### src/opcd_defs.vh
// Constants for the optical port and energy pulse conditioning block.
// Assumes byte-wide registers reached through a plain strobe port.
`ifndef OPCD_DEFS_VH
`define OPCD_DEFS_VH

// Register offsets
`define OPCD_ADDR_PLS_POL    16'h2004
`define OPCD_ADDR_TX_CFG     16'h2007
`define OPCD_ADDR_OPT_CFG    16'h2008
`define OPCD_ADDR_MAXW       16'h2080
`define OPCD_ADDR_INTV       16'h2081
`define OPCD_ADDR_STATUS     16'h2082

// Field positions
`define OPCD_POL_BIT         6
`define OPCD_TXSEL_HI        7
`define OPCD_TXSEL_LO        6
`define OPCD_DUTY_HI         1
`define OPCD_DUTY_LO         0
`define OPCD_RXGPIO_BIT      5
`define OPCD_RXINV_BIT       4
`define OPCD_TXMOD_BIT       1
`define OPCD_TXINV_BIT       0

// Reset values
`define OPCD_RST_POL         1'b0
`define OPCD_RST_TXSEL       2'b00
`define OPCD_RST_DUTY        2'b00
`define OPCD_RST_BIT         1'b0
`define OPCD_RST_MAXW        8'hff
`define OPCD_RST_INTV        8'h00

// Transmit source codes
`define OPCD_TX_UART         2'b00
`define OPCD_TX_GIO2         2'b01
`define OPCD_TX_REAL         2'b10
`define OPCD_TX_REACT        2'b11

// Width value that turns the limiter off
`define OPCD_MAXW_OFF        8'hff

// Timing
`define OPCD_CLK_HZ          10000000
`define OPCD_SAMPLE_NS       397000
`define OPCD_SAMPLE_CYC      ((`OPCD_SAMPLE_NS * (`OPCD_CLK_HZ / 1000000) + 999) / 1000)
`define OPCD_UNIT_NS         4900
`define OPCD_UNIT_CYC        ((`OPCD_UNIT_NS * (`OPCD_CLK_HZ / 1000000) + 999) / 1000)

`endif

### src/opcd_core.v
// Optical port pin conditioning, transmit carrier and energy pulse shaping.
// Assumes synchronous inputs on mclk and a master that never needs waits.
//
// The address-and-strobe port was left to the implementer.
`timescale 1ns/1ns
`include "opcd_defs.vh"

// One energy pulse channel: pacing queue and width limiter
module opcd_pulse_chan #(
    parameter QW = 4
) (
    input  wire       mclk,
    input  wire       reset,
    input  wire       issue,
    input  wire       paced,
    input  wire       pace_tick,
    input  wire       unit_tick,
    input  wire [7:0] max_width,
    output reg        active_reg,
    output reg [QW-1:0] pending_reg
);
    reg  [8:0]    width_reg;
    wire          start;
    wire          q_full;
    wire          q_inc;
    wire          q_dec;
    wire [8:0]    limit;

    assign q_full = &pending_reg;
    assign q_inc  = paced & issue & ~q_full;
    assign q_dec  = paced & pace_tick & (pending_reg != {QW{1'b0}});
    assign start  = paced ? q_dec : issue;
    assign limit  = {max_width, 1'b0};

    // Queue of pulses waiting for a pacing slot; arrival and release cancel
    always @(posedge mclk) begin
        if (reset) begin
            pending_reg <= {QW{1'b0}};
        end else if (~paced) begin
            pending_reg <= {QW{1'b0}};
        end else if (q_inc & ~q_dec) begin
            pending_reg <= pending_reg + 1'b1;
        end else if (q_dec & ~q_inc) begin
            pending_reg <= pending_reg - 1'b1;
        end
    end

    // Pulse active state and width count in time units
    always @(posedge mclk) begin
        if (reset) begin
            active_reg <= 1'b0;
            width_reg  <= 9'h000;
        end else if (max_width == `OPCD_MAXW_OFF) begin
            width_reg <= 9'h000;
            if (start) begin
                active_reg <= ~active_reg;
            end
        end else if (start) begin
            active_reg <= 1'b1;
            width_reg  <= 9'h000;
        end else if (active_reg & unit_tick) begin
            if (width_reg >= limit) begin
                active_reg <= 1'b0;
            end else begin
                width_reg <= width_reg + 9'h001;
            end
        end
    end
endmodule

// Top of the block
module opcd_core #(
    parameter CARRIER_DIV = 32,
    parameter QW          = 4
) (
    input  wire       mclk,
    input  wire       reset,
    input  wire [15:0] reg_addr,
    input  wire [7:0] reg_wdata,
    input  wire       reg_wr,
    input  wire       reg_rd,
    output reg  [7:0] reg_rdata,
    input  wire       rx_comp_in,
    input  wire       rx_pin_level,
    input  wire       gio1_drive,
    input  wire       gio1_drive_en,
    output reg        rx_comp_enable,
    output reg        uart_rxd,
    output reg        general_io_one_in,
    output reg        rx_pin_out,
    output reg        rx_pin_oe,
    input  wire       uart_txd,
    input  wire       general_io_two,
    output reg        optical_transmit_pin,
    input  wire       ce_real_issue,
    input  wire       ce_reactive_issue,
    output reg        real_energy_pulse,
    output reg        reactive_energy_pulse
);
    localparam        SAMPLE_CYC = `OPCD_SAMPLE_CYC;
    localparam        UNIT_CYC   = `OPCD_UNIT_CYC;

    reg        pulse_polarity_invert_reg;
    reg [1:0]  optical_tx_source_select_reg;
    reg [1:0]  carrier_duty_select_reg;
    reg        optical_rx_as_gpio_reg;
    reg        optical_rx_invert_reg;
    reg        optical_tx_modulate_enable_reg;
    reg        optical_tx_invert_reg;
    reg [7:0]  pulse_max_width_reg;
    reg [7:0]  pulse_fifo_interval_reg;
    reg [11:0] sample_cnt_reg;
    reg [7:0]  unit_cnt_reg;
    reg [7:0]  intv_cnt_reg;
    reg        sample_tick_reg;
    reg        pace_tick_reg;
    reg [15:0] carrier_cnt_reg;
    reg [7:0]  rdata_next;
    reg        tx_src;
    wire       paced;
    wire       unit_tick;
    wire       real_active;
    wire       react_active;
    wire [QW-1:0] real_pend;
    wire [QW-1:0] react_pend;
    wire [15:0] low_len;
    wire       carrier;
    wire       tx_post;
    wire       real_level;
    wire       react_level;

    // Register writes
    always @(posedge mclk) begin
        if (reset) begin
            pulse_polarity_invert_reg      <= `OPCD_RST_POL;
            optical_tx_source_select_reg   <= `OPCD_RST_TXSEL;
            carrier_duty_select_reg        <= `OPCD_RST_DUTY;
            optical_rx_as_gpio_reg         <= `OPCD_RST_BIT;
            optical_rx_invert_reg          <= `OPCD_RST_BIT;
            optical_tx_modulate_enable_reg <= `OPCD_RST_BIT;
            optical_tx_invert_reg          <= `OPCD_RST_BIT;
            pulse_max_width_reg            <= `OPCD_RST_MAXW;
            pulse_fifo_interval_reg        <= `OPCD_RST_INTV;
        end else if (reg_wr) begin
            if (reg_addr == `OPCD_ADDR_PLS_POL) begin
                pulse_polarity_invert_reg <= reg_wdata[`OPCD_POL_BIT];
            end else if (reg_addr == `OPCD_ADDR_TX_CFG) begin
                optical_tx_source_select_reg <= reg_wdata[`OPCD_TXSEL_HI:`OPCD_TXSEL_LO];
                carrier_duty_select_reg      <= reg_wdata[`OPCD_DUTY_HI:`OPCD_DUTY_LO];
            end else if (reg_addr == `OPCD_ADDR_OPT_CFG) begin
                optical_rx_as_gpio_reg         <= reg_wdata[`OPCD_RXGPIO_BIT];
                optical_rx_invert_reg          <= reg_wdata[`OPCD_RXINV_BIT];
                optical_tx_modulate_enable_reg <= reg_wdata[`OPCD_TXMOD_BIT];
                optical_tx_invert_reg          <= reg_wdata[`OPCD_TXINV_BIT];
            end else if (reg_addr == `OPCD_ADDR_MAXW) begin
                pulse_max_width_reg <= reg_wdata;
            end else if (reg_addr == `OPCD_ADDR_INTV) begin
                pulse_fifo_interval_reg <= reg_wdata;
            end
        end
    end

    // Read data mux; unmapped addresses and unused bits read zero
    always @* begin
        rdata_next = 8'h00;
        if (reg_addr == `OPCD_ADDR_PLS_POL) begin
            rdata_next[`OPCD_POL_BIT] = pulse_polarity_invert_reg;
        end else if (reg_addr == `OPCD_ADDR_TX_CFG) begin
            rdata_next[`OPCD_TXSEL_HI:`OPCD_TXSEL_LO] = optical_tx_source_select_reg;
            rdata_next[`OPCD_DUTY_HI:`OPCD_DUTY_LO]   = carrier_duty_select_reg;
        end else if (reg_addr == `OPCD_ADDR_OPT_CFG) begin
            rdata_next[`OPCD_RXGPIO_BIT] = optical_rx_as_gpio_reg;
            rdata_next[`OPCD_RXINV_BIT]  = optical_rx_invert_reg;
            rdata_next[`OPCD_TXMOD_BIT]  = optical_tx_modulate_enable_reg;
            rdata_next[`OPCD_TXINV_BIT]  = optical_tx_invert_reg;
        end else if (reg_addr == `OPCD_ADDR_MAXW) begin
            rdata_next = pulse_max_width_reg;
        end else if (reg_addr == `OPCD_ADDR_INTV) begin
            rdata_next = pulse_fifo_interval_reg;
        end else if (reg_addr == `OPCD_ADDR_STATUS) begin
            rdata_next = {react_active, real_active, 6'h00};
            rdata_next[5:3] = (react_pend != {QW{1'b0}}) ? 3'h1 : 3'h0;
            rdata_next[2:0] = (real_pend != {QW{1'b0}}) ? 3'h1 : 3'h0;
        end
    end

    // Read data stands only in the cycle after the strobe
    always @(posedge mclk) begin
        if (reset) begin
            reg_rdata <= 8'h00;
        end else if (reg_rd) begin
            reg_rdata <= rdata_next;
        end else begin
            reg_rdata <= 8'h00;
        end
    end

    // Sample period tick, the time unit when no interval is set
    always @(posedge mclk) begin
        if (reset) begin
            sample_cnt_reg  <= 12'h000;
            sample_tick_reg <= 1'b0;
        end else if (sample_cnt_reg == SAMPLE_CYC - 12'h001) begin
            sample_cnt_reg  <= 12'h000;
            sample_tick_reg <= 1'b1;
        end else begin
            sample_cnt_reg  <= sample_cnt_reg + 12'h001;
            sample_tick_reg <= 1'b0;
        end
    end

    // Interval tick: interval setting times the base unit
    always @(posedge mclk) begin
        if (reset || !paced) begin
            unit_cnt_reg  <= 8'h00;
            intv_cnt_reg  <= 8'h00;
            pace_tick_reg <= 1'b0;
        end else if (unit_cnt_reg == UNIT_CYC - 8'h01) begin
            unit_cnt_reg <= 8'h00;
            if (intv_cnt_reg >= pulse_fifo_interval_reg - 8'h01) begin
                intv_cnt_reg  <= 8'h00;
                pace_tick_reg <= 1'b1;
            end else begin
                intv_cnt_reg  <= intv_cnt_reg + 8'h01;
                pace_tick_reg <= 1'b0;
            end
        end else begin
            unit_cnt_reg  <= unit_cnt_reg + 8'h01;
            pace_tick_reg <= 1'b0;
        end
    end

    assign paced     = (pulse_fifo_interval_reg != 8'h00);
    assign unit_tick = paced ? pace_tick_reg : sample_tick_reg;

    // Pacing queue depth suits the interval software programs
    opcd_pulse_chan #(.QW(QW)) u_real (
        .mclk        (mclk),
        .reset       (reset),
        .issue       (ce_real_issue),
        .paced       (paced),
        .pace_tick   (pace_tick_reg),
        .unit_tick   (unit_tick),
        .max_width   (pulse_max_width_reg),
        .active_reg  (real_active),
        .pending_reg (real_pend)
    );

    opcd_pulse_chan #(.QW(QW)) u_react (
        .mclk        (mclk),
        .reset       (reset),
        .issue       (ce_reactive_issue),
        .paced       (paced),
        .pace_tick   (pace_tick_reg),
        .unit_tick   (unit_tick),
        .max_width   (pulse_max_width_reg),
        .active_reg  (react_active),
        .pending_reg (react_pend)
    );

    // Pin levels of the pulses, active low unless inverted
    assign real_level  = pulse_polarity_invert_reg ? real_active : ~real_active;
    assign react_level = pulse_polarity_invert_reg ? react_active : ~react_active;

    always @(posedge mclk) begin
        if (reset) begin
            real_energy_pulse     <= 1'b1;
            reactive_energy_pulse <= 1'b1;
        end else begin
            real_energy_pulse     <= real_level;
            reactive_energy_pulse <= react_level;
        end
    end

    // Carrier divider; low part is the period shifted right by the duty code plus one
    always @(posedge mclk) begin
        if (reset) begin
            carrier_cnt_reg <= 16'h0000;
        end else if (carrier_cnt_reg == CARRIER_DIV - 1) begin
            carrier_cnt_reg <= 16'h0000;
        end else begin
            carrier_cnt_reg <= carrier_cnt_reg + 16'h0001;
        end
    end

    assign low_len = CARRIER_DIV[15:0] >> ({1'b0, carrier_duty_select_reg} + 3'b001);
    assign carrier = (carrier_cnt_reg >= low_len);

    // Transmit source selection
    always @* begin
        case (optical_tx_source_select_reg)
            `OPCD_TX_UART: tx_src = uart_txd;
            `OPCD_TX_GIO2: tx_src = general_io_two;
            `OPCD_TX_REAL: tx_src = real_level;
            default:       tx_src = react_level;
        endcase
    end

    assign tx_post = tx_src ^ optical_tx_invert_reg;

    // Modulate only where the inverted signal is low
    always @(posedge mclk) begin
        if (reset) begin
            optical_transmit_pin <= 1'b1;
        end else if (optical_tx_modulate_enable_reg && !tx_post) begin
            optical_transmit_pin <= carrier;
        end else begin
            optical_transmit_pin <= tx_post;
        end
    end

    // Receive pin: comparator path or general IO one
    always @(posedge mclk) begin
        if (reset) begin
            rx_comp_enable    <= 1'b1;
            uart_rxd          <= 1'b1;
            general_io_one_in <= 1'b0;
            rx_pin_out        <= 1'b0;
            rx_pin_oe         <= 1'b0;
        end else begin
            rx_comp_enable    <= ~optical_rx_as_gpio_reg;
            uart_rxd          <= optical_rx_as_gpio_reg ? 1'b1
                                 : (rx_comp_in ^ optical_rx_invert_reg);
            general_io_one_in <= optical_rx_as_gpio_reg & rx_pin_level;
            rx_pin_out        <= gio1_drive;
            rx_pin_oe         <= optical_rx_as_gpio_reg & gio1_drive_en;
        end
    end
endmodule

### config.mk
export PLATFORM = sky130hd
export DESIGN_NAME = opcd_core
export DESIGN_NICKNAME = d
export VERILOG_FILES = /design/src/opcd_core.v
export VERILOG_INCLUDE_DIRS = /design/src
export SDC_FILE = /design/constraint.sdc
export NUM_CORES = 1
export LEC_CHECK = 0
export BUFFER_PORTS_ARGS = -buffer_cell sky130_fd_sc_hd__buf_4
export CAP_MARGIN = 20
export CORE_AREA = 2 2 127 129
export DETAILED_ROUTE_END_ITERATION = 16
export DIE_AREA = 0 0 129 131
export GPL_TIMING_DRIVEN = 0
export PLACE_DENSITY = 0.55
export SYNTH_ARGS = -nofsm -noshare
export SYNTH_HDL_FRONTEND = slang
export SYNTH_SLANG_ARGS = --single-unit
### constraint.sdc
create_clock -name mclk -period 2.8 [get_ports mclk]
set_clock_uncertainty 0.15 [all_clocks]
set_input_delay 0.84 -clock mclk [delete_from_list [all_inputs] [get_ports mclk]]
set_output_delay 0.84 -clock mclk [all_outputs]
set_load 0.05 [all_outputs]
# [Word-level counts from Yosys, hierarchy flattened]
# Index checks and enable logic that the tools add are counted.
[totals] register_bits=115
[op_classes] n_eq_ne=14 shifts=1 n_reduce_logical=37 magnitude_cmp=4 mux=35 n_bitwise=35 addsub=12
[ops] cell="equality test 16 x 14 -> 1 bit (second input constant)" n=6
[ops] cell="2-to-1 mux 8 bit" n=4
[ops] cell="2-to-1 mux 1 bit" n=21
[ops] cell="adder 9 x 1 -> 9 bit (second input constant)" n=2
[ops] cell="greater-or-equal comparator 9 bit" n=2
[ops] cell="NOT 1 bit" n=18
[ops] cell="adder 16 x 1 -> 16 bit (second input constant)" n=1
[ops] cell="adder 8 x 1 -> 8 bit (second input constant)" n=2
[ops] cell="equality test 16 x 5 -> 1 bit (second input constant)" n=1
[ops] cell="greater-or-equal comparator 16 bit" n=1
[ops] cell="2-to-1 mux 4 bit" n=4
[ops] cell=">> shifter 6 x 3 -> 16 bit (first input constant)" n=1
[ops] cell="bitwise AND 1 bit" n=15
[ops] cell="OR reduction 2 bit" n=7
[ops] cell="adder 12 x 1 -> 12 bit (second input constant)" n=1
[ops] cell="equality test 12 bit (second input constant)" n=1
[ops] cell="AND reduction 4 bit" n=3
[ops] cell="nonzero test 2 bit" n=6
[ops] cell="2-to-1 mux 2 bit" n=5
[ops] cell="AND reduction 3 bit" n=3
[ops] cell="OR reduction 3 bit" n=3
[ops] cell="adder 4 x 1 -> 4 bit (second input constant)" n=2
[ops] cell="equality test 8 x 6 -> 1 bit (second input constant)" n=1
[ops] cell="equality test 8 bit (second input constant)" n=1
[ops] cell="21 further kinds" n=27

# [Longest topological paths before layout]
# Gate-level depths: netlist (run 1).
[logic_depth] ltp_word=8 mapped_depth=13

# [Hierarchy]
# From an unflattened synthesis (run 1), not the netlist that was laid out.
[hier_totals] hier_cells=719 hier_area_um2=6269.8
[modules_own_cells] module="opcd_core" cells_each=475 area_per_inst_um2=4202.8 seq_area_each_um2=1741.7 instances=1
[modules_own_cells] module="opcd_pulse_chan (u_real)" cells_each=123 area_per_inst_um2=1061.0 seq_area_each_um2=280.3 instances=1
[modules_own_cells] module="opcd_pulse_chan (u_react)" cells_each=121 area_per_inst_um2=1006.0 seq_area_each_um2=280.3 instances=1

# [Worst setup path after synthesis (run 1)]
# Ideal clock, no wire load.
[synth_path] kind="reg2reg" from="register pulse_fifo_interval_reg[0]" to="register u_real.pending_reg[3]" t_arrival_ns=2.666 setup_ns=0.071 path_stages_with_launch=14 n_path_buf=0 synth_period_minus_slack_ns=2.887 required_time_ns=2.579 setup_slack_ns=-0.087 cell_sequence="dfxtp_1 > inv_1 > ha_1 > or3b_2 > o21ai_4 > or2_2 > ha_1 > inv_1 > ha_1 > a21o_1 > a21oi_1 > xnor2_1 > or3_1 > a21oi_1"
[synth_between] elab_chain_cells=6 word_cells_on_any_way=13 cone_classes="mux: 1; bitwise: 9; reduce/logical: 3"
[synth_lines] element="start, declared" line_no="opcd_core.v:111" rtl="reg [7:0] pulse_fifo_interval_reg;"
[synth_lines] element="start signal, assigned" line_no="opcd_core.v:143" rtl="pulse_fifo_interval_reg <= `OPCD_RST_INTV;"
[synth_lines] element="start signal, assigned" line_no="opcd_core.v:158" rtl="pulse_fifo_interval_reg <= reg_wdata;"
[synth_lines] element="nonzero test 8 bit *" line_no="opcd_core.v:233" rtl="assign paced = (pulse_fifo_interval_reg != 8'h00);"
[synth_lines] element="bitwise AND 1 bit (on tied branches) (2 in a row)" line_no="opcd_core.v:31, opcd_core.v:30"
[synth_lines] element="NOT 1 bit (on tied branches)" line_no="opcd_core.v:41, opcd_core.v:43"
[synth_lines] element="bitwise AND 1 bit (on tied branches)" line_no="opcd_core.v:41, opcd_core.v:43"
[synth_lines] element="2-to-1 mux 4 bit / nonzero test 2 bit (equally long branches)"
[synth_lines] element="end signal, assigned" line_no="opcd_core.v:40" rtl="pending_reg <= {QW{1'b0}};"
[synth_lines] element="end signal, assigned" line_no="opcd_core.v:42" rtl="pending_reg <= pending_reg + 1'b1;"
[synth_lines] element="end signal, assigned" line_no="opcd_core.v:44" rtl="pending_reg <= pending_reg - 1'b1;"
[synth_lines] element="end, declared" line_no="opcd_core.v:20" rtl="output reg [QW-1:0] pending_reg"
# Mark *: on every way between the ends. The rest lies on a longest branch, timed or not.
# A chain may end at the register's enable or synchronous reset.

# [Worst setup path in the final report (run 1)]
[layout_path] from="register pulse_fifo_interval_reg[3]" to="register u_real.pending_reg[3]"
# The elaborated chain is that of the path after synthesis.

==> metrics.md, run 1 <==
| Metric | Value |
|---|---|
| Clk slew on worst S/H paths | `0.05 ns` |
| WP data required | `2.99 ns` |
| Adder-cell share of the synthesized area | `9.75%` |
| Num CTS Buffers | `17` |
| Antenna violations before repair | `0` |
| Worst-case clock buffer depth | `2` |
| Synthesized instance count | `703` |
| Slowest-stage cell, CP | `or4_4` |
| GRT Residual Overflow | `0` |
| Core Region | `15,600 sq um` |
| Post-route minimum period | `2.80 ns` |
| Synth cell types | `58` |
| Via Count | `5,137` |
| CP arrival | `2.99 ns` |
| First drt pass iteration count | `5` |
| Hold endpoint | `unit_cnt_reg[0]` |
| Die Y | `131 um` |
| Largest net degree at the start of global routing | `17` |
| Buffers plus inverters on the worst setup path | `2` |
| Multiplexer share of the synthesized area | `3.31%` |
| YS warnings | `0` |
| # setup viols final | `1` |
| Start point of the critical path | `pulse_fifo_interval_reg[3]` |
| R2r endpoint | `u_real.pending_reg[3]` |
| Failing checks | `negative setup slack` |
| Peak supply drop | `0.482 mV` |
| H-tree depth | `4` |
| Hold path depth | `1` |
| Final wirelength | `14,600 um` |
| Die span in x | `129 um` |
| Layout cells sized above 1 | `16.9%` |
| R2R depth | `12` |
| Area delta synth->final | `24.0%` |
| Post-synth EDFFs | `0` |
| Max FFs per register | `16` |
| Clock latency on the worst-skew pair | `0.41 ns` |
| Crit path capture type | `flip-flop` |
| Ys flop type | `dfxtp_1` |
| Worst setup path category | `flip-flop to flip-flop` |
| Max cap viols | `0` |
| First-pass GRT wire length | `23,900 um` |
| Most frequent cell on the critical path | `ha_4` |
| Crit-path max FO | `6` |
| Final hold slack | `0.308 ns` |
| Register area share after synthesis | `38.0%` |
| Status | `finished with violations` |
| Gr usage total | `18.0%` |
| Syn Nets | `785` |
| I/O pin count | `52` |
| Port bufs | `48` |
| Final antenna-violating net count | `0` |
| Rows | `46` |
| RR Startpoint | `pulse_fifo_interval_reg[3]` |
| Fin util | `48.1%` |
| Post-Layout Inst Area | `7510 sq um` |
| Total power divided by cell area | `522 nW/um^2` |
| Diodes inserted | `0` |
| Wirelength per Cell | `14.5 um` |
| P_leak | `0.00311 uW` |
| Syn_area_per_cell | `8.62 sq um` |
| Die area | `16,900 sq um` |
| Setup TNS Final | `-0.00164 ns` |
| Vias in the first global route | `4,981` |
| Asr flop ratio synth | `0%` |
| Area share of and/or/nand/nor cells after synthesis | `25.9%` |
| Slowest Stage Delay on Critical Path | `0.55 ns` |
| Final layout net count | `863` |
| Root Buffer | `clkbuf_16` |
| RSZ-0062 raised after global routing | `true` |
| Dpl cell area | `6690 sq um` |
| RePlAce Congestion | `0.870` |
| CTS tree | `yes` |
| Setup crit start kind | `flip-flop` |
| Synth Area in Compound Gates | `10.1%` |
| Hpwl dp | `10,800 um` |
| Hold path startpoint | `unit_cnt_reg[0]` |
| Filler instances | `1,497` |
| Reg-to-reg slack, setup | `-0.002 ns` |
| Fin. Hold Viols | `0` |
| 1st-iter DRT viols | `334` |
| Worst Slack Setup Final | `-0.00164 ns` |
| Slew Limit Headroom | `49.5%` |
| XOR/XNOR share of the synthesized area | `8.68%` |
| Fmax | `0.357 GHz` |
| Initial Util | `38.8%` |
| Largest family of logic cells by synthesized area | `simple AND/OR/NAND/NOR gates` |
| Final period util | `100%` |
| Largest delay share family, worst path | `simple AND/OR/NAND/NOR gates` |
| Final Max Tran Viols | `0` |
| DRC | `0` |
| Cell Area, Synth | `6060 sq um` |
| Most frequent cells in the layout | `nor2_1 (112), dfxtp_1 (111), buf_4 (60), nand2_1 (43), ha_1 (40)` |
| Via density | `5.09` |
| Worst hold path type | `flip-flop to flip-flop` |
| Most common cell after layout, fill and taps aside | `nor2_1` |
| Critical Path, Cell by Cell | `buf_6, or4_4, o21ai_4, or2_4, ha_4, inv_4, ha_4, a21o_1, a21oi_2, xnor2_1, or3_1, a21oi_1` |
| Post-synthesis sequential element count | `115` |
| Clock Sinks | `115` |
| Worst Tran Pin Value | `0.757 ns` |
## how the worst max path moves through the flow
stage	cells after the start	to
floorplan	5	pulse_max_width_reg[6]
global placement	6	pulse_max_width_reg[0]
detailed placement	6	pulse_max_width_reg[1]
CTS	9	intv_cnt_reg[1]
global route	12	intv_cnt_reg[1]
finish	12	u_real.pending_reg[3]
## per-stage QoR
step / setup WS, ns / std cells / total power (uW)
6_report: -0.00164 / 1010 / 3920
2_1_floorplan: -0.00908 / 703 / 1780
5_1_grt: -0.122 / 1010 / 4060
3_5_place_dp: -0.497 / 967 / 1860
4_1_cts: -0.0242 / 1005 / 3970
3_3_place_gp: -0.522 / 967 / 1860
## power breakdown
part	switching, uW	internal [uW]
Combinational	91.5	68.2
Sequential	12.8	1650
Clock	747	1350
## final cells by class
cell class	instances	area, sq um	area share (%)
multi-input combinational	525	3640	48.5
tap	216	270	3.60
clock inverter	9	105	1.40
sequential	115	2310	30.8
clock buffer	23	468	6.23
buffer	21	105	1.40
inverter	41	159	2.12
timing repair buffer	60	450	6.00
## cell usage after synthesis, drive strengths merged (2+ instances only)
master / n / share of area, %
a211o: 9 / 1.3
a211oi: 5 / 0.62
a21o: 4 / 0.50
a21oi: 27 / 2.2
a221oi: 2 / 0.29
a222oi: 2 / 0.33
a22oi: 2 / 0.25
a31oi: 2 / 0.31
and2: 10 / 1.0
and3: 15 / 1.5
and4: 4 / 0.58
buf: 5 / 0.66
clkbuf: 17 / 1.1
dfxtp: 115 / 38
fa: 2 / 0.66
ha: 44 / 9.1
inv: 41 / 2.5
mux2i: 20 / 3.3
nand2: 44 / 2.7
nand2b: 14 / 1.6
nand3: 36 / 3.0
nand4: 19 / 2.0
nand4b: 2 / 0.29
nor2: 112 / 6.9
nor2b: 4 / 0.41
nor3: 6 / 0.50
nor3b: 5 / 0.62
nor4: 10 / 1.4
o21ai: 23 / 2.1
o31ai: 6 / 0.83
or2: 2 / 0.21
or3: 9 / 0.93
or3b: 4 / 0.58
or4: 9 / 1.2
xnor2: 21 / 3.0
xor2: 39 / 5.6
## cell families after synthesis
| family | after synthesis |
|---|---|
| XOR/XNOR | 60 |
| buffers and inverters | 63 |
| AND/OR/NAND/NOR | 308 |
| flip-flops | 115 |
| multiplexers | 20 |
| AO/OA/AOI/OAI | 91 |
| adder cells (fa/ha/maj) | 46 |
## worst register-to-register path: cells and delay by family, from the launching register on
| family | cells | cell delay, ns |
|---|---|---|
| flops | 1 | 0.30 |
| fa+ha+maj | 2 | 0.35 |
| buf+inv | 2 | 0.18 |
| simple gates | 3 | 1.06 |
| xor+xnor | 1 | 0.10 |
| compound gates | 4 | 0.59 |
## what timing repair did
item | 4_1_cts | 5_1_grt
hold buffers | 0 | 0
setup endpoints to repair | 18 | 20
resized for setup | 20 | 17
setup buffers | 6 | 6
pin swaps | 6 | 13
## metal layers
| layer | global-route usage (%) | wire, um | up-vias |
|---|---|---|---|
| li1 | - | - | 2612 |
| met4 | 7.23 | 252 | 0 |
| met5 | 0 | 0 | - |
| met2 | 30.0 | 6750 | 100 |
| met3 | 3.79 | 596 | 23 |
| met1 | 22.9 | 7030 | 2402 |
Note: power is estimated with default switching activity, not from simulation.
==> inputs of run 2 (changes only) <==
--- a/config.mk
+++ b/config.mk
@@ -12,7 +12,7 @@
 export DETAILED_ROUTE_END_ITERATION = 16
 export DIE_AREA = 0 0 129 131
 export GPL_TIMING_DRIVEN = 0
-export PLACE_DENSITY = 0.55
+export PLACE_DENSITY = 0.53
 export SYNTH_ARGS = -nofsm -noshare
 export SYNTH_HDL_FRONTEND = slang
 export SYNTH_SLANG_ARGS = --single-unit
==> constraint.sdc (replaced) <==
create_clock -name mclk -period 3.3 [get_ports mclk]
set_clock_uncertainty 0.15 [all_clocks]
set_input_delay 0.99 -clock mclk [delete_from_list [all_inputs] [get_ports mclk]]
set_output_delay 0.99 -clock mclk [all_outputs]
set_load 0.05 [all_outputs]
==> run 2 against run 1 <==
Effect of this change: global-route usage down 0.56 points; count of clock-buffer cells in the layout down 2; highest routed layer unchanged; via count about the same; the flow now finishes without violations; die area unchanged; sequential power down 15%.
==> metrics.md, run 2 (same netlist as run 1, synthesis figures left out) <==
| Metric | Value |
|---|---|
| Post-route minimum period | `3.17 ns` |
| First-pass GRT wire length | `23,100 um` |
| R2R depth | `13` |
| Crit-path max FO | `10` |
| Final Non-Filler Cells | `998` |
| Initial Util | `38.8%` |
| Worst-case clock buffer depth | `2` |
| Worst Tran Pin Value | `0.713 ns` |
| H-tree depth | `4` |
| Final period util | `96.2%` |
| Crit path capture type | `flip-flop` |
| Vias in the first global route | `4,772` |
| Fin. Hold Viols | `0` |
| Hold endpoint | `unit_cnt_reg[0]` |
| Rows | `46` |
| Port bufs | `48` |
| Total power divided by cell area | `460 nW/um^2` |
| Max cap viols | `0` |
| Die Y | `131 um` |
| First drt pass iteration count | `5` |
| Layout cells sized above 1 | `12.7%` |
| Die span in x | `129 um` |
| Core Region | `15,600 sq um` |
| Most common cell after layout, fill and taps aside | `dfxtp_1` |
| Clock latency on the worst-skew pair | `0.41 ns` |
| Antenna violations before repair | `0` |
| CTS tree | `yes` |
| CP arrival | `3.33 ns` |
| Pre-CTS setup slack | `-0.278 ns` |
| Wirelength per Cell | `14.3 um` |
| Final Max Tran Viols | `0` |
| RePlAce Congestion | `0.847` |
| Worst setup path category | `input port to flip-flop` |
| Final wirelength | `14,300 um` |
| Worst hold path type | `flip-flop to flip-flop` |
| Slew Limit Headroom | `52.5%` |
| Status | `finished, final reports clean` |
| Total power | `3350 uW` |
| Hold path depth | `1` |
| GRT Residual Overflow | `0` |
| Final layout net count | `853` |
| Via density | `5.14` |
| RR Startpoint | `pulse_fifo_interval_reg[0]` |
| Switching power | `731 uW` |
| 1st-iter DRT viols | `374` |
| Clk pwr share | `53.8%` |
| Area delta synth->final | `20.2%` |
| Combinational fraction of design power | `4.0%` |
| Flop pwr share | `42.2%` |
| Root Buffer | `clkbuf_16` |
| DRC | `0` |
| Diodes inserted | `0` |
| I/O pin count | `52` |
| Num CTS Buffers | `17` |
| Hpwl dp | `10,600 um` |
| # setup viols final | `0` |
| R2r endpoint | `u_real.pending_reg[3]` |
| Clk slew on worst S/H paths | `0.06 ns` |
| DP Cell Count | `967` |
| Peak supply drop | `0.340 mV` |
| Largest net degree at the start of global routing | `17` |
| Sw Share | `21.8%` |
| Cell-internal power | `2620 uW` |
| Hold path startpoint | `unit_cnt_reg[0]` |
| Max FFs per register | `16` |
| Reg-to-reg slack, setup | `0.19 ns` |
| Final antenna-violating net count | `0` |
| Gr usage total | `17.5%` |
| Clock Sinks | `115` |
| P_leak | `0.00302 uW` |
| RSZ-0062 raised after global routing | `false` |
| Die area | `16,900 sq um` |
| Via Count | `5,132` |
| Worst Slack Setup Final | `0.126 ns` |
| Setup crit start kind | `input port` |
| Most frequent cells in the layout | `dfxtp_1 (115), nor2_1 (112), buf_4 (50), nand2_1 (44), ha_1 (44)` |
| Fmax | `0.315 GHz` |
| WP data required | `3.45 ns` |
run 2: cell count changes in the layout (fill, tap and decap cells not counted), moves of 3 or more:
cell     delta
ha_1        +4
nor4_1      +3
ha_4        -3
inv_1       +4
dfxtp_1     +4
buf_4      -10
run 2: layer usage:
layer,vias to the layer above,GRT usage [%],share of wire [%]
met4,0,6.07,1.2
met1,2385,23.3,49
li1,2596,-,-
met5,-,0,0
met2,135,27.1,44
met3,16,4.97,5.6
run 2: how the worst max path moves through the flow:
stage / startpoint / cells past startpoint / endpoint / slack [ns]
finish: reg_addr[9] / 6 / pulse_max_width_reg[6] / 0.13
CTS: pulse_fifo_interval_reg[0] / 13 / u_real.pending_reg[3] / 0.09
floorplan: reg_addr[9] / 7 / pulse_fifo_interval_reg[0] / 0.30
global placement: reg_addr[9] / 6 / pulse_max_width_reg[0] / -0.26
global route: pulse_fifo_interval_reg[0] / 13 / u_react.pending_reg[3] / 0.02
detailed placement: reg_addr[9] / 6 / pulse_max_width_reg[6] / -0.28
run 2: power by group through the flow:
stage               Combinational [uW]  Sequential, uW  Clock [uW]
finish                             134            1410        1800
global route                       148            1410        1900
CTS                                135            1410        1840
detailed placement                 134            1440           0
global placement                   133            1440           0
floorplan                         60.7            1450           0
run 2: stage by stage:
stage	utilization, %	setup TNS [ns]	area, sq um	hold slack [ns]
after floorplan	-	0	6060	0.280
final	46.7	0	7280	0.307
after global placement	42.9	-3.04	6690	0.297
after CTS	46.6	0	7260	0.314
after global routing	46.7	0	7280	0.348
after detailed placement	42.9	-3.10	6690	0.302
run 2: layout make-up:
cell class                      instances  area [sq um]
Multi-Input combinational cell        525          3500
Clock buffer                           21           470
Timing Repair Buffer                   49           368
Inverter                               41           154
Sequential cell                       115          2300
Clock inverter                          9           106
Buffer                                 22           104
Fill cell                            1501          8320
Tap cell                              216           270
run 2: critical path, cell delays in order:
cell	delay, ns
buf_4	0.10
or4_1	0.59
nor4_4	0.60
nand3_1	0.42
buf_2	0.31
a211o_1	0.31
run 2: timing repair:
item,CTS,global route
gates resized for setup,0,1
setup endpoints to repair,0,7
hold endpoints to repair,0,0
hold buffers,0,0
setup buffers,0,1
==> inputs of run 3 (changes only) <==
--- a/config.mk
+++ b/config.mk
@@ -11,7 +11,6 @@
 export CORE_AREA = 2 2 127 129
 export DETAILED_ROUTE_END_ITERATION = 16
 export DIE_AREA = 0 0 129 131
-export GPL_TIMING_DRIVEN = 0
 export PLACE_DENSITY = 0.53
 export SYNTH_ARGS = -nofsm -noshare
 export SYNTH_HDL_FRONTEND = slang
==> constraint.sdc (replaced) <==
create_clock -name mclk -period 3.25 [get_ports mclk]
set_clock_uncertainty 0.15 [all_clocks]
set_input_delay 0.975 -clock mclk [delete_from_list [all_inputs] [get_ports mclk]]
set_output_delay 0.975 -clock mclk [all_outputs]
set_load 0.05 [all_outputs]
==> run 3 against run 2 <==
Effect of this change: worst hold slack better by 0.012 ns; total power up 4.6%; critical path depth up 5; critical endpoint is now u_real.pending_reg[3]; final area up 0.76%; highest routed layer unchanged; largest cell class unchanged; sequential power about the same; count of clock-buffer cells in the layout down 3; register-to-register slack about the same; die area unchanged; setup slack better by 0.049 ns; non-clock buffer count down 7.
==> metrics.md, run 3 (same netlist as run 1, synthesis figures left out) <==
| Metric | Value |
|---|---|
| Status | `finished, final reports clean` |
| First drt pass iteration count | `7` |
| Worst hold path type | `flip-flop to flip-flop` |
| I/O pin count | `52` |
| Hpwl dp | `10,600 um` |
| Clk pwr share | `55.2%` |
| Pre-CTS setup slack | `0.113 ns` |
| Cell-internal power | `2700 uW` |
| Worst Tran Pin Value | `0.434 ns` |
| P_leak | `0.00306 uW` |
| WP data required | `3.44 ns` |
| Antenna violations before repair | `0` |
| Worst setup path category | `flip-flop to flip-flop` |
| RePlAce Congestion | `0.841` |
| Crit-path max FO | `7` |
| CTS tree | `yes` |
| Root Buffer | `clkbuf_16` |
| Switching power | `804 uW` |
| Die Y | `131 um` |
| Most frequent cells in the layout | `dfxtp_1 (115), nor2_1 (112), buf_4 (63), nand2_1 (44), ha_1 (44)` |
| Worst-case clock buffer depth | `2` |
| Largest net degree at the start of global routing | `42` |
| Max cap viols | `0` |
| Final antenna-violating net count | `0` |
| Area delta synth->final | `21.1%` |
| Layout cells sized above 1 | `14.5%` |
| CP arrival | `3.27 ns` |
| Vias in the first global route | `4,805` |
| RSZ-0062 raised after global routing | `false` |
| Flop pwr share | `41.1%` |
| Slew Limit Headroom | `70.9%` |
| Peak supply drop | `0.364 mV` |
| Max FFs per register | `16` |
| Final Max Tran Viols | `0` |
| # setup viols final | `0` |
| Sw Share | `23.0%` |
| Setup crit start kind | `flip-flop` |
| Core Region | `15,600 sq um` |
| Filler instances | `1,503` |
| Clock latency on the worst-skew pair | `0.43 ns` |
| Wirelength per Cell | `14.5 um` |
| Slowest-stage cell, CP | `or4_4` |
| Fmax | `0.325 GHz` |
| Clk slew on worst S/H paths | `0.06 ns` |
| Clock Sinks | `115` |
| Most common cell after layout, fill and taps aside | `dfxtp_1` |
| Final wirelength | `14,400 um` |
| Setup TNS Final | `0 ns` |
| Hold path depth | `1` |
| Gr usage total | `18.0%` |
| Port bufs | `51` |
| Final period util | `94.6%` |
| H-tree depth | `4` |
| Fin. Hold Viols | `0` |
| Final layout net count | `846` |
| R2R depth | `11` |
| Slowest Stage Delay on Critical Path | `0.61 ns` |
| Via Count | `5,021` |
| 1st-iter DRT viols | `259` |
| Initial Util | `38.8%` |
| Most frequent cell on the critical path | `ha_1` |
| DRC | `0` |
| Critical Path, Cell by Cell | `or4_4, o21ai_4, or2_2, ha_1, inv_1, ha_1, a21o_1, a21oi_2, xnor2_1, or3_1, a21oi_1` |
| Worst Slack Setup Final | `0.175 ns` |
| Crit path capture type | `flip-flop` |
| Num CTS Buffers | `17` |
| Combinational fraction of design power | `3.7%` |
| Post-route minimum period | `3.07 ns` |
| GRT Residual Overflow | `0` |
| Total power divided by cell area | `477 nW/um^2` |
| Via density | `5.06` |
| First-pass GRT wire length | `23,700 um` |
| Die span in x | `129 um` |
| Die area | `16,900 sq um` |
| Hold Buf Count CTS | `0` |
| Rows | `46` |
| Diodes inserted | `0` |
==> run 3: cell types whose count changed in the layout (fill, tap and decap cells not counted), sizes merged <==
cell | previous run | this run
clkbuf | 38 | 18
buf | 54 | 64
inv | 41 | 46
bufinv | 2 | 3
clkinvlp | 3 | 2
==> run 3: worst max-delay path, delay by kind of cell (launching register included) <==
kind            cells  cell delay, ns
simple gates        3            1.06
compound gates      4            0.71
fa+ha+maj           2            0.48
flops               1            0.40
xor+xnor            1            0.10
buf+inv             1            0.09
==> run 3: area by class of cell <==
cell class                      instances  area [sq um]  share of cell area (%)
Multi-Input combinational cell        525          3510                    47.8
Sequential cell                       115          2300                    31.4
Timing Repair Buffer                   64           493                    6.72
Clock buffer                           18           429                    5.85
Tap cell                              216           270                    3.69
Clock inverter                         14           176                    2.41
Inverter                               41           154                    2.10
==> run 3: final timing paths <==
kind / endpoint / startpoint / slack (ns)
worst min-delay path: unit_cnt_reg[0] / unit_cnt_reg[0] / 0.32
worst min register to register: unit_cnt_reg[0] / unit_cnt_reg[0] / 0.32
worst max-delay path: u_real.pending_reg[3] / pulse_fifo_interval_reg[2] / 0.18
worst max register to register: u_real.pending_reg[3] / pulse_fifo_interval_reg[2] / 0.18
==> run 3: metrics by stage <==
stage	total power, uW	util (%)	std cells	hold slack (ns)	cell area [sq um]
floorplan	1530	-	703	0.280	6060
global placement	1600	43.0	960	0.299	6710
detailed placement	1600	43.0	960	0.314	6710
CTS	3550	46.9	992	0.327	7310
global route	3640	47.0	993	0.343	7330
finish	3500	47.0	993	0.319	7330
==> run 3: per-layer routing <==
layer	track usage (%)	share of wire, %
met3	4.93	5.1
met4	7.35	1.7
met2	28.1	45
met5	0	0
met1	23.5	49
==> run 3: power groups by stage <==
stage / Sequential (uW) / Combinational (uW) / Clock, uW
floorplan: 1470 / 61.7 / 0
global placement: 1470 / 129 / 0
detailed placement: 1470 / 131 / 0
CTS: 1440 / 131 / 1980
global route: 1440 / 143 / 2060
finish: 1440 / 130 / 1930
==> run 3: timing repair <==
| action | 4_1_cts | 5_1_grt |
|---|---|---|
| buffers inserted | 0 | 1 |
| resized for setup | 0 | 4 |
| endpoints found under the setup margin | 0 | 2 |
